### src/rtl/brc_defines.svh
// Offsets, field positions, reset values and timing counts for buck control
`ifndef BRC_DEFINES_SVH
`define BRC_DEFINES_SVH

// ----------------------------------------------------------------
// Register byte addresses
// ----------------------------------------------------------------
`define BRC_ADDR_ENABLE 8'h00
`define BRC_ADDR_CONFIG 8'h04
`define BRC_ADDR_MODE 8'h08
`define BRC_ADDR_INT_STATUS 8'h0c
`define BRC_ADDR_INT_MASK 8'h10
`define BRC_ADDR_STATUS 8'h14
`define BRC_ADDR_RESOLUTION 8'h18
`define BRC_ADDR_SET_A_BASE 8'h20
`define BRC_ADDR_SET_B_BASE 8'h30
`define BRC_ADDR_CODE_BASE 8'h40

// ----------------------------------------------------------------
// Config register fields
// ----------------------------------------------------------------
`define BRC_CFG_SLOW_START 0
`define BRC_CFG_DISCHARGE 1
`define BRC_CFG_FIRST_FCM 2
`define BRC_CFG_SECOND_FCM 3
`define BRC_CFG_SECOND_PD_DIS 4
`define BRC_CFG_TERM_EN 5
`define BRC_CFG_TERM_REF_EN 6
`define BRC_CFG_STEP_LSB 8
`define BRC_CFG_RESET 32'h0000_000c

// ----------------------------------------------------------------
// Mode field encodings and resolution
// ----------------------------------------------------------------
`define BRC_MODE_AUTO 2'h0
`define BRC_MODE_PWM 2'h1
`define BRC_MODE_PFM 2'h2
`define BRC_STEP_MV_NORMAL 8'h0a
`define BRC_STEP_MV_THIRD 8'h14

// ----------------------------------------------------------------
// Timing
// ----------------------------------------------------------------
`define BRC_CLK_PERIOD_NS 20
`define BRC_STEP_UNIT_NS 250
`define BRC_STEP_UNIT_CYC (`BRC_STEP_UNIT_NS / `BRC_CLK_PERIOD_NS)

`endif

### src/rtl/brc_pkg.sv
// Types shared by the buck regulator control block
package brc_pkg;

  // Register port request from software
  typedef struct packed {
    logic [7:0] addr;
    logic [31:0] wdata;
    logic wr;
    logic rd;
  } brc_bus_req_t;

  // Per-converter software controls
  typedef struct packed {
    logic en;
    logic sel;
    logic sl_a;
    logic sl_b;
    logic [1:0] mode;
    logic [1:0] ilim;
  } brc_conv_ctrl_t;

  // Fourth converter reference source, one-hot
  typedef enum logic [2:0] {
    BRC_REF_DAC = 3'h1,
    BRC_REF_HALF_RAW = 3'h2,
    BRC_REF_HALF_BUF = 3'h4
  } brc_ref_t;

endpackage : brc_pkg

### src/rtl/brc_buck_control.sv
// Control logic for four step-down converters with stepped voltage ramping
// Summary of operation
// - Enable from register, input pin, or sequencer
// - Two settings; select by bit, pin, mode
// - Code step 10 mV, third converter 20
// - Ramp code one step per shared step time
// - Ready event when all converters reach target
// - Fast start by default; slow start ramps
// - Discharge off converter by ramping code down
// - Current limit field caps duty, never stops
// - Mode field: forced PWM, PFM, or auto
// - Sleep forced when linked setting is active
// - First two converters: full or half current
// - Merge ignores second register controls except pull-down
// - Termination bits choose fourth converter reference
// - Termination bits give pins analog functions
// - Analog pins lose their digital functions
// - Setting writes accepted only in active mode
//
// Design decisions made here: the address map and the plain strobed port.
`timescale 1ns/1ps
`include "brc_defines.svh"

module brc_buck_control #(
  parameter int NUM_CONV = 4,
  parameter int CODE_W = 8
) (
  input wire logic ref_clk,
  input wire logic rst_n,
  input wire brc_pkg::brc_bus_req_t bus_req,
  output logic [31:0] bus_rdata,
  input wire logic [NUM_CONV-1:0] pin_enable,
  input wire logic [NUM_CONV-1:0] pin_select,
  input wire logic [NUM_CONV-1:0] pin_light_load,
  input wire logic [NUM_CONV-1:0] seq_enable,
  input wire logic [NUM_CONV-1:0] seq_select_b,
  input wire logic power_active,
  input wire logic dual_phase_merge,
  input wire logic [1:0] io_pad_in,
  input wire logic [1:0] io_dig_out,
  input wire logic [1:0] io_dig_oe,
  output logic [1:0] io_pad_out,
  output logic [1:0] io_pad_oe,
  output logic [1:0] io_dig_in,
  output logic [NUM_CONV-1:0][CODE_W-1:0] conv_code,
  output logic [NUM_CONV-1:0] conv_on,
  output logic [NUM_CONV-1:0] conv_pfm,
  output logic [NUM_CONV-1:0][1:0] peak_current_limit,
  output logic [1:0] full_current_select,
  output logic second_pulldown_disable,
  output brc_pkg::brc_ref_t fourth_ref_select,
  output logic io_pin_zero_analog,
  output logic io_pin_one_analog,
  output logic irq
);

  localparam int PIN_W = 3 * NUM_CONV + 2;

  // ----------------------------------------------------------------
  // Register state and pin synchronisers
  // ----------------------------------------------------------------
  logic [31:0] enable_reg, config_reg, mode_reg, rdata_next, rdata_reg;
  logic int_status_reg, int_mask_reg, wr_setting;
  logic [NUM_CONV-1:0][CODE_W-1:0] set_a_reg, set_b_reg;
  logic [7:0] step_time;
  logic [PIN_W-1:0] sync1_reg, sync2_reg, sync3_reg, pin_reg;

  // Three stages; a level is taken only once stages two and three agree
  always_ff @(posedge ref_clk) begin
    if (!rst_n) begin
      {sync1_reg, sync2_reg, sync3_reg, pin_reg} <= '0;
    end else begin
      sync1_reg <= {io_pad_in, pin_light_load, pin_select, pin_enable};
      sync2_reg <= sync1_reg;
      sync3_reg <= sync2_reg;
      for (int b = 0; b < PIN_W; b++) begin
        if (sync2_reg[b] == sync3_reg[b]) begin
          pin_reg[b] <= sync3_reg[b];
        end
      end
    end
  end

  // ----------------------------------------------------------------
  // Register writes
  // ----------------------------------------------------------------
  assign step_time = config_reg[`BRC_CFG_STEP_LSB +: 8];

  assign wr_setting = bus_req.wr && power_active;

  always_ff @(posedge ref_clk) begin
    if (!rst_n) begin
      enable_reg <= 32'h0000_0000;
      config_reg <= `BRC_CFG_RESET;
      mode_reg <= 32'h0000_0000;
      int_mask_reg <= 1'b0;
    end else if (bus_req.wr) begin
      case (bus_req.addr)
        `BRC_ADDR_ENABLE: enable_reg <= {16'h0000, bus_req.wdata[15:0]};
        `BRC_ADDR_CONFIG: config_reg <= {16'h0000, bus_req.wdata[15:0]};
        `BRC_ADDR_MODE: mode_reg <= {16'h0000, bus_req.wdata[15:0]};
        `BRC_ADDR_INT_MASK: int_mask_reg <= bus_req.wdata[0];
        default: ;
      endcase
    end
  end

  // Voltage settings, one word each
  always_ff @(posedge ref_clk) begin
    if (!rst_n) begin
      set_a_reg <= '0;
      set_b_reg <= '0;
    end else if (wr_setting) begin
      for (int i = 0; i < NUM_CONV; i++) begin
        if (bus_req.addr == `BRC_ADDR_SET_A_BASE + 8'(4 * i)) begin
          set_a_reg[i] <= bus_req.wdata[CODE_W-1:0];
        end
        if (bus_req.addr == `BRC_ADDR_SET_B_BASE + 8'(4 * i)) begin
          set_b_reg[i] <= bus_req.wdata[CODE_W-1:0];
        end
      end
    end
  end

  // Shared step timer
  logic [15:0] step_cnt_reg, step_limit;
  logic step_tick;

  assign step_limit = 16'((16'(step_time) + 16'h0001) * `BRC_STEP_UNIT_CYC - 1);
  assign step_tick = (step_cnt_reg >= step_limit);

  always_ff @(posedge ref_clk) begin
    if (!rst_n || step_tick) begin
      step_cnt_reg <= 16'h0000;
    end else begin
      step_cnt_reg <= step_cnt_reg + 16'h0001;
    end
  end

  // ----------------------------------------------------------------
  // Per-converter control and ramp
  // ----------------------------------------------------------------
  brc_pkg::brc_conv_ctrl_t [NUM_CONV-1:0] ctrl, eff;
  logic [NUM_CONV-1:0][CODE_W-1:0] code_reg;
  logic [NUM_CONV-1:0] on_reg, pfm_reg, busy, use_b;
  logic [NUM_CONV-1:0][1:0] ilim_reg;
  logic slow_start, discharge;

  assign slow_start = config_reg[`BRC_CFG_SLOW_START];
  assign discharge = config_reg[`BRC_CFG_DISCHARGE];

  generate
    for (genvar g = 0; g < NUM_CONV; g++) begin : g_conv
      logic [CODE_W-1:0] target, setting;
      logic want_on;

      // Gather the software fields of this converter
      assign ctrl[g].en = enable_reg[g];
      assign ctrl[g].sel = enable_reg[NUM_CONV + g];
      assign ctrl[g].sl_a = enable_reg[2 * NUM_CONV + g];
      assign ctrl[g].sl_b = enable_reg[3 * NUM_CONV + g];
      assign ctrl[g].mode = mode_reg[2 * g +: 2];
      assign ctrl[g].ilim = mode_reg[2 * NUM_CONV + 2 * g +: 2];

      // second converter follows first when merged
      assign eff[g] = (g == 1 && dual_phase_merge) ? ctrl[0] : ctrl[g];

      // any enable source turns it on
      assign want_on = eff[g].en || pin_reg[g] || seq_enable[g];

      // setting select from bit, pin or power mode
      assign use_b[g] = eff[g].sel || pin_reg[NUM_CONV + g] || seq_select_b[g];

      // Merged pair also shares the first converter's settings
      assign setting = (g == 1 && dual_phase_merge) ?
        (use_b[g] ? set_b_reg[0] : set_a_reg[0]) :
        (use_b[g] ? set_b_reg[g] : set_a_reg[g]);
      assign target = want_on ? setting : '0;
      assign busy[g] = on_reg[g] && (code_reg[g] != target);

      // Ramp engine; one code step per tick, never a jump while running
      always_ff @(posedge ref_clk) begin
        if (!rst_n) begin
          code_reg[g] <= '0;
          on_reg[g] <= 1'b0;
        end else if (!on_reg[g]) begin
          if (want_on) begin
            on_reg[g] <= 1'b1;
            // fast start jumps, slow start ramps from zero
            code_reg[g] <= slow_start ? '0 : setting;
          end
        end else if (!want_on && !discharge) begin
          // Rail is simply released, no controlled discharge
          on_reg[g] <= 1'b0;
          code_reg[g] <= '0;
        end else if (!want_on && code_reg[g] == '0) begin
          on_reg[g] <= 1'b0;
        end else if (step_tick && code_reg[g] != target) begin
          if (code_reg[g] < target) begin
            code_reg[g] <= code_reg[g] + 1'b1;
          end else begin
            code_reg[g] <= code_reg[g] - 1'b1;
          end
        end
      end

      always_ff @(posedge ref_clk) begin
        if (!rst_n) begin
          pfm_reg[g] <= 1'b0;
        end else if ((use_b[g] && eff[g].sl_b) ||
                     (!use_b[g] && eff[g].sl_a)) begin
          pfm_reg[g] <= 1'b1;
        end else begin
          case (eff[g].mode)
            `BRC_MODE_PWM: pfm_reg[g] <= 1'b0;
            `BRC_MODE_PFM: pfm_reg[g] <= 1'b1;
            default: pfm_reg[g] <= pin_reg[2 * NUM_CONV + g];
          endcase
        end
      end

      // limit passed to the analog loop only
      always_ff @(posedge ref_clk) begin
        ilim_reg[g] <= rst_n ? eff[g].ilim : 2'h0;
      end
    end
  endgenerate

  // Ready event and interrupt
  logic any_busy_reg, ready_pulse, irq_reg;

  // falling edge of any ramp busy
  assign ready_pulse = any_busy_reg && !(|busy);

  // Busy history for the edge detect
  always_ff @(posedge ref_clk) begin
    any_busy_reg <= rst_n && (|busy);
  end

  always_ff @(posedge ref_clk) begin
    if (!rst_n) begin
      int_status_reg <= 1'b0;
    end else if (ready_pulse) begin
      int_status_reg <= 1'b1;
    end else if (bus_req.wr && bus_req.addr == `BRC_ADDR_INT_STATUS &&
                 bus_req.wdata[0]) begin
      int_status_reg <= 1'b0;
    end
  end

  // Level interrupt, one cycle behind the flag
  always_ff @(posedge ref_clk) begin
    irq_reg <= rst_n && int_status_reg && int_mask_reg;
  end

  // ----------------------------------------------------------------
  // Current mode, termination and pin muxing
  // ----------------------------------------------------------------
  logic term_en, term_ref_en, pd_dis_reg, pin0_analog_reg, pin1_analog_reg;
  logic [1:0] fcm_reg, pad_out_reg, pad_oe_reg, dig_in_reg, analog;
  brc_pkg::brc_ref_t ref_reg;

  assign term_en = config_reg[`BRC_CFG_TERM_EN];
  assign term_ref_en = config_reg[`BRC_CFG_TERM_REF_EN];
  assign analog = {term_ref_en, term_en || term_ref_en};

  always_ff @(posedge ref_clk) begin
    if (!rst_n) begin
      {fcm_reg, pd_dis_reg} <= 3'h0;
    end else begin
      fcm_reg[0] <= config_reg[`BRC_CFG_FIRST_FCM];
      fcm_reg[1] <= dual_phase_merge ? config_reg[`BRC_CFG_FIRST_FCM] :
                    config_reg[`BRC_CFG_SECOND_FCM];
      pd_dis_reg <= config_reg[`BRC_CFG_SECOND_PD_DIS];
    end
  end

  // PWM for termination is left to software
  always_ff @(posedge ref_clk) begin
    if (!rst_n) begin
      ref_reg <= brc_pkg::BRC_REF_DAC;
    end else if (term_en && term_ref_en) begin
      ref_reg <= brc_pkg::BRC_REF_HALF_BUF;
    end else if (term_en) begin
      ref_reg <= brc_pkg::BRC_REF_HALF_RAW;
    end else begin
      ref_reg <= brc_pkg::BRC_REF_DAC;
    end
  end

  // digital paths blocked on analog pins
  always_ff @(posedge ref_clk) begin
    if (!rst_n) begin
      {pin0_analog_reg, pin1_analog_reg} <= 2'h0;
      {pad_out_reg, pad_oe_reg, dig_in_reg} <= 6'h00;
    end else begin
      pin0_analog_reg <= analog[0];
      pin1_analog_reg <= analog[1];
      pad_out_reg <= io_dig_out & ~analog;
      pad_oe_reg <= io_dig_oe & ~analog;
      dig_in_reg <= pin_reg[3 * NUM_CONV +: 2] & ~analog;
    end
  end

  // ----------------------------------------------------------------
  // Read mux, data stands the cycle after the strobe
  // ----------------------------------------------------------------
  always_comb begin
    rdata_next = 32'h0000_0000;
    case (bus_req.addr)
      `BRC_ADDR_ENABLE: rdata_next = enable_reg;
      `BRC_ADDR_CONFIG: rdata_next = config_reg;
      `BRC_ADDR_MODE: rdata_next = mode_reg;
      `BRC_ADDR_INT_STATUS: rdata_next = {31'h0, int_status_reg};
      `BRC_ADDR_INT_MASK: rdata_next = {31'h0, int_mask_reg};
      `BRC_ADDR_STATUS:
        rdata_next = {23'h0, dual_phase_merge, 4'(busy), 4'(on_reg)};
      `BRC_ADDR_RESOLUTION:
        rdata_next = {`BRC_STEP_MV_NORMAL, `BRC_STEP_MV_THIRD,
                      `BRC_STEP_MV_NORMAL, `BRC_STEP_MV_NORMAL};
      default: begin
        for (int i = 0; i < NUM_CONV; i++) begin
          if (bus_req.addr == `BRC_ADDR_SET_A_BASE + 8'(4 * i)) begin
            rdata_next = 32'(set_a_reg[i]);
          end
          if (bus_req.addr == `BRC_ADDR_SET_B_BASE + 8'(4 * i)) begin
            rdata_next = 32'(set_b_reg[i]);
          end
          if (bus_req.addr == `BRC_ADDR_CODE_BASE + 8'(4 * i)) begin
            rdata_next = 32'(code_reg[i]);
          end
        end
      end
    endcase
  end

  // Unread cycles return zero so stale data never lingers
  always_ff @(posedge ref_clk) begin
    rdata_reg <= (rst_n && bus_req.rd) ? rdata_next : 32'h0000_0000;
  end

  // Outputs, all straight from flops
  assign bus_rdata = rdata_reg;
  assign conv_code = code_reg;
  assign {conv_on, conv_pfm} = {on_reg, pfm_reg};
  assign peak_current_limit = ilim_reg;
  assign full_current_select = fcm_reg;
  assign second_pulldown_disable = pd_dis_reg;
  assign fourth_ref_select = ref_reg;
  assign io_pin_zero_analog = pin0_analog_reg;
  assign io_pin_one_analog = pin1_analog_reg;
  assign io_pad_out = pad_out_reg;
  assign io_pad_oe = pad_oe_reg;
  assign io_dig_in = dig_in_reg;
  assign irq = irq_reg;

endmodule : brc_buck_control

### config.mk
export PLATFORM = sky130hd
export DESIGN_NAME = brc_buck_control
export DESIGN_NICKNAME = d
export VERILOG_FILES = /design/src/rtl/brc_pkg.sv /design/src/rtl/brc_buck_control.sv
export VERILOG_INCLUDE_DIRS = /design/src /design/src/rtl
export SDC_FILE = /design/constraint.sdc
export NUM_CORES = 1
export LEC_CHECK = 0
export BUFFER_PORTS_ARGS = -buffer_cell sky130_fd_sc_hd__clkbuf_2
export CAP_MARGIN = 5
export CORE_MARGIN = 2
export CORE_UTILIZATION = 59
export DETAILED_ROUTE_END_ITERATION = 10
export GPL_ROUTABILITY_DRIVEN = 0
export PLACE_DENSITY_LB_ADDON = 0.3
export SLEW_MARGIN = 20
export SYNTH_ARGS = -nofsm -noshare
export SYNTH_HDL_FRONTEND = slang
export SYNTH_SLANG_ARGS = --single-unit
export TNS_END_PERCENT = 100
### constraint.sdc
create_clock -name ref_clk -period 6.4 [get_ports ref_clk]
set_input_delay 0 -clock ref_clk [delete_from_list [all_inputs] [get_ports ref_clk]]
set_output_delay 0 -clock ref_clk [all_outputs]
set_load 0.02 [all_outputs]
==> flow_metrics.py <==
metrics = {
    "yosys": {
        "postSynthCellCount": 1625,
        "synth_top_cell_by_area": "dfxtp_1",
        "ys_ff_latch": 267,
        "avgSynthCellArea_um2": 8.782,
        "ys_warn_count": 0,
        "async_flop_share_pct": 0,
        "synth_edf_count": 0,
        "netlist_area_um2": 14270,
        "synth_ff_type": "dfxtp_1",
        "synth_area_leaders": "dfxtp_1 37%, ha_1 7.4%, mux2i_1 6.4%",
        "synth_cell_types": 82,
        "ys_seq_area_share_pct": 37.45,
        "synth_top_cell_area_share_pct": 37.45,
    },
    "cts": {
        "post_cts_buffers": 0,
        "clkSinkCount": 267,
        "cts_buffers": 28,
        "cts_resized": 0,
        "clock_latency_ps": 560,
        "clk_pin_slew_worst_paths_ps": 70,
        "clk_path_buf_depth": 3,
        "cts_tree": "done",
        "cts_root_buf": "clkbuf_16",
        "htree_levels": 1,
    },
    "die": {
        "die_h_um": 159.5,
        "core_um2": 23610,
        "die_w_um": 159.5,
        "start_util_pct": 60.44,
        "fp.dieArea_um2": 25450,
        "rows": 56,
        "ios": 167,
    },
    "critical_path": {
        "crit_required_ps": 6780,
        "crit_arrival_ps": 6330,
        "slowest_stage": "dfxtp_1",
        "crit_path_max_fanout": 17,
        "critPathLaunchType": "register",
        "critical_path_class": "register to register",
        "critPathMaxStageDelay_ps": 580,
        "cp-end-kind": "register",
        "crit_path_cell_trace": "ha_1 -> buf_4 -> xor2_4 -> inv_2 -> fa_1 -> a311oi_2 -> a2bb2oi_1 -> o21ai_0 -> and2_1 -> or3b_4 -> nand4b_1 -> ha_1 -> a21o_1 -> a21o_1 -> a21oi_1 -> o21ai_0 -> a21oi_1 -> buf_4 -> a21oi_1 -> buf_4 -> nor2_1 -> a211oi_1",
    },
    "placed_design": {
        "dp_slack_ps": 559.4,
        "port_buffers": 138,
        "hpwlAfterDp_mm": 28.35,
        "place_inst": 2011,
    },
    "global_route": {
        "antenna_found_initial": 0,
        "grt_pass1_vias": 12050,
        "grtUsageTotal_pct": 30.71,
        "grt_first_pass_wirelength_mm": 64.03,
        "overflow": 0,
        "grt_max_degree": 100,
    },
    "power": {
        "ir_drop_mv": 0.1983,
        "p_leak_nw": 6.811,
        "power_mw": 4.292,
        "p_per_area_nw_per_um2": 260.1,
    },
    "cells_and_area": {
        "fillers": 1845,
        "n_antenna_cell": 0,
        "final_nets": 1924,
        "area_growth_pct": 15.61,
        "drive_gt1_share_pct": 15.07,
        "fin_cells": 2104,
        "mostFrequentLayoutCells": "267 x dfxtp_1, 201 x nand2_1, 142 x a21oi_1",
        "final_common_cell": "dfxtp_1",
    },
    "sta": {
        "setup_ws_ps": 450.9,
        "period_needed_ps": 5949,
        "timing.fmax_mhz": 168.1,
        "slew_headroom_pct": 28.41,
        "hold_viol_final": 0,
        "rsz0062_at_grt": "false",
        "worst_pin_slew_ps": 1074,
        "timing.final.max_slew_violations": 0,
        "setup-tns-final_ps": 0,
        "hold_ws_ps": 68.27,
        "finalCritPeriodShare_pct": 92.96,
        "finalSetupViolCount": 0,
        "finClkSkew_ps": 14.67,
    },
    "run_status": {
        "status": "completed",
    },
    "detailed_routing": {
        "drcViolationCount": 0,
        "wirelength_mm": 40.71,
        "dr.pass1.iters": 6,
        "ant_nets": 0,
        "viasPerCell": 6.163,
        "drt_iter0_drc": 1402,
        "wire_per_inst_um": 19.35,
        "vias": 12970,
    },
    "min_path": {
        "hold_class": "input port to register",
    },
    "job": {
        "maxCapViolCount": 0,
    },
}
[cell usage after synthesis (all sizes together), types with 13 or more instances]
master / instances
o22ai: 13
a22oi: 29
or2: 28
nor3: 28
mux2i: 91
and2: 67
o211a: 22
buf: 35
xnor2: 31
ha: 84
inv: 43
clkbuf: 62
nor2: 131
dfxtp: 267
o21ai: 46
o221ai: 26
nand4: 15
nand2: 202
xor2: 22
nand3: 33
and3: 13
a21oi: 143
a21o: 33
[critical path, delay by kind of cell, from the launching register on]
kind,cells,cell delay (ps)
AO/OA/AOI/OAI,10,2110
XOR/XNOR,1,210
AND/OR/NAND/NOR,4,1020
buffers and inverters,4,800
adder cells (fa/ha/maj),3,1040
flip-flops,1,580
[metal layers]
layer  GRT usage, %  routed length [um]  vias up
met3          4.585                3689      115
met1          39.22               16220     6130
li1               -                   -     6068
met4          12.77                1744        0
met5              0                   0        -
met2          52.03               19060      653
[worst paths after layout]
path | startpoint | to | slack (ps) | cells after the start
worst max-delay path | config_reg[9] | conv_code[8] | 450 | 22
worst min-delay path | bus_req[37] | int_status_reg | 70 | 5
worst max register to register | config_reg[9] | conv_code[8] | 450 | 22
worst min register to register | sync1_reg[1] | sync2_reg[1] | 430 | 1
[power by group]
| part | internal (mW) | leakage, nW | total, mW | switching, mW |
|---|---|---|---|---|
| logic | 0.348 | 4.16 | 0.801 | 0.453 |
| clock network | 1.02 | 0.484 | 1.71 | 0.696 |
| registers | 1.71 | 2.17 | 1.78 | 0.0722 |
[logic make-up (layout without fill, tap and decap cells)]
kind of cell | Yosys count | count (layout) | synth area share (%)
AND/OR/NAND/NOR | 569 | 569 | 19.20
other | 1 | 12 | 0.02628
buffers and inverters | 140 | 289 | 4.261
XOR/XNOR | 58 | 58 | 4.226
flip-flops | 267 | 267 | 37.45
multiplexers | 101 | 101 | 7.882
adder cells (fa/ha/maj) | 89 | 89 | 8.066
AO/OA/AOI/OAI | 400 | 400 | 18.88
[metrics by stage]
stage               instance area [um2]  util, %
floorplan                         14310        -
global placement                  15090    63.89
detailed placement                15090    63.89
CTS                               16500    69.86
global route                      16500    69.88
finish                            16500    69.88
[area by class of cell]
| type | instances | area [um2] | area share [%] |
|---|---|---|---|
| Clock buffer | 42 | 863.3 | 5.232 |
| Clock inverter | 10 | 136.4 | 0.8266 |
| Inverter | 43 | 163.9 | 0.9934 |
| Multi-Input combinational cell | 1229 | 8378 | 50.78 |
| Sequential cell | 267 | 5345 | 32.40 |
| Tap cell | 319 | 399.1 | 2.419 |
| Timing Repair Buffer | 194 | 1214 | 7.356 |
[repair_timing]
item                                    CTS  global route
hold buffers                             41             0
hold endpoints to repair                127             0
endpoints found under the setup margin    0             0
(Power assumes the default switching activity.)
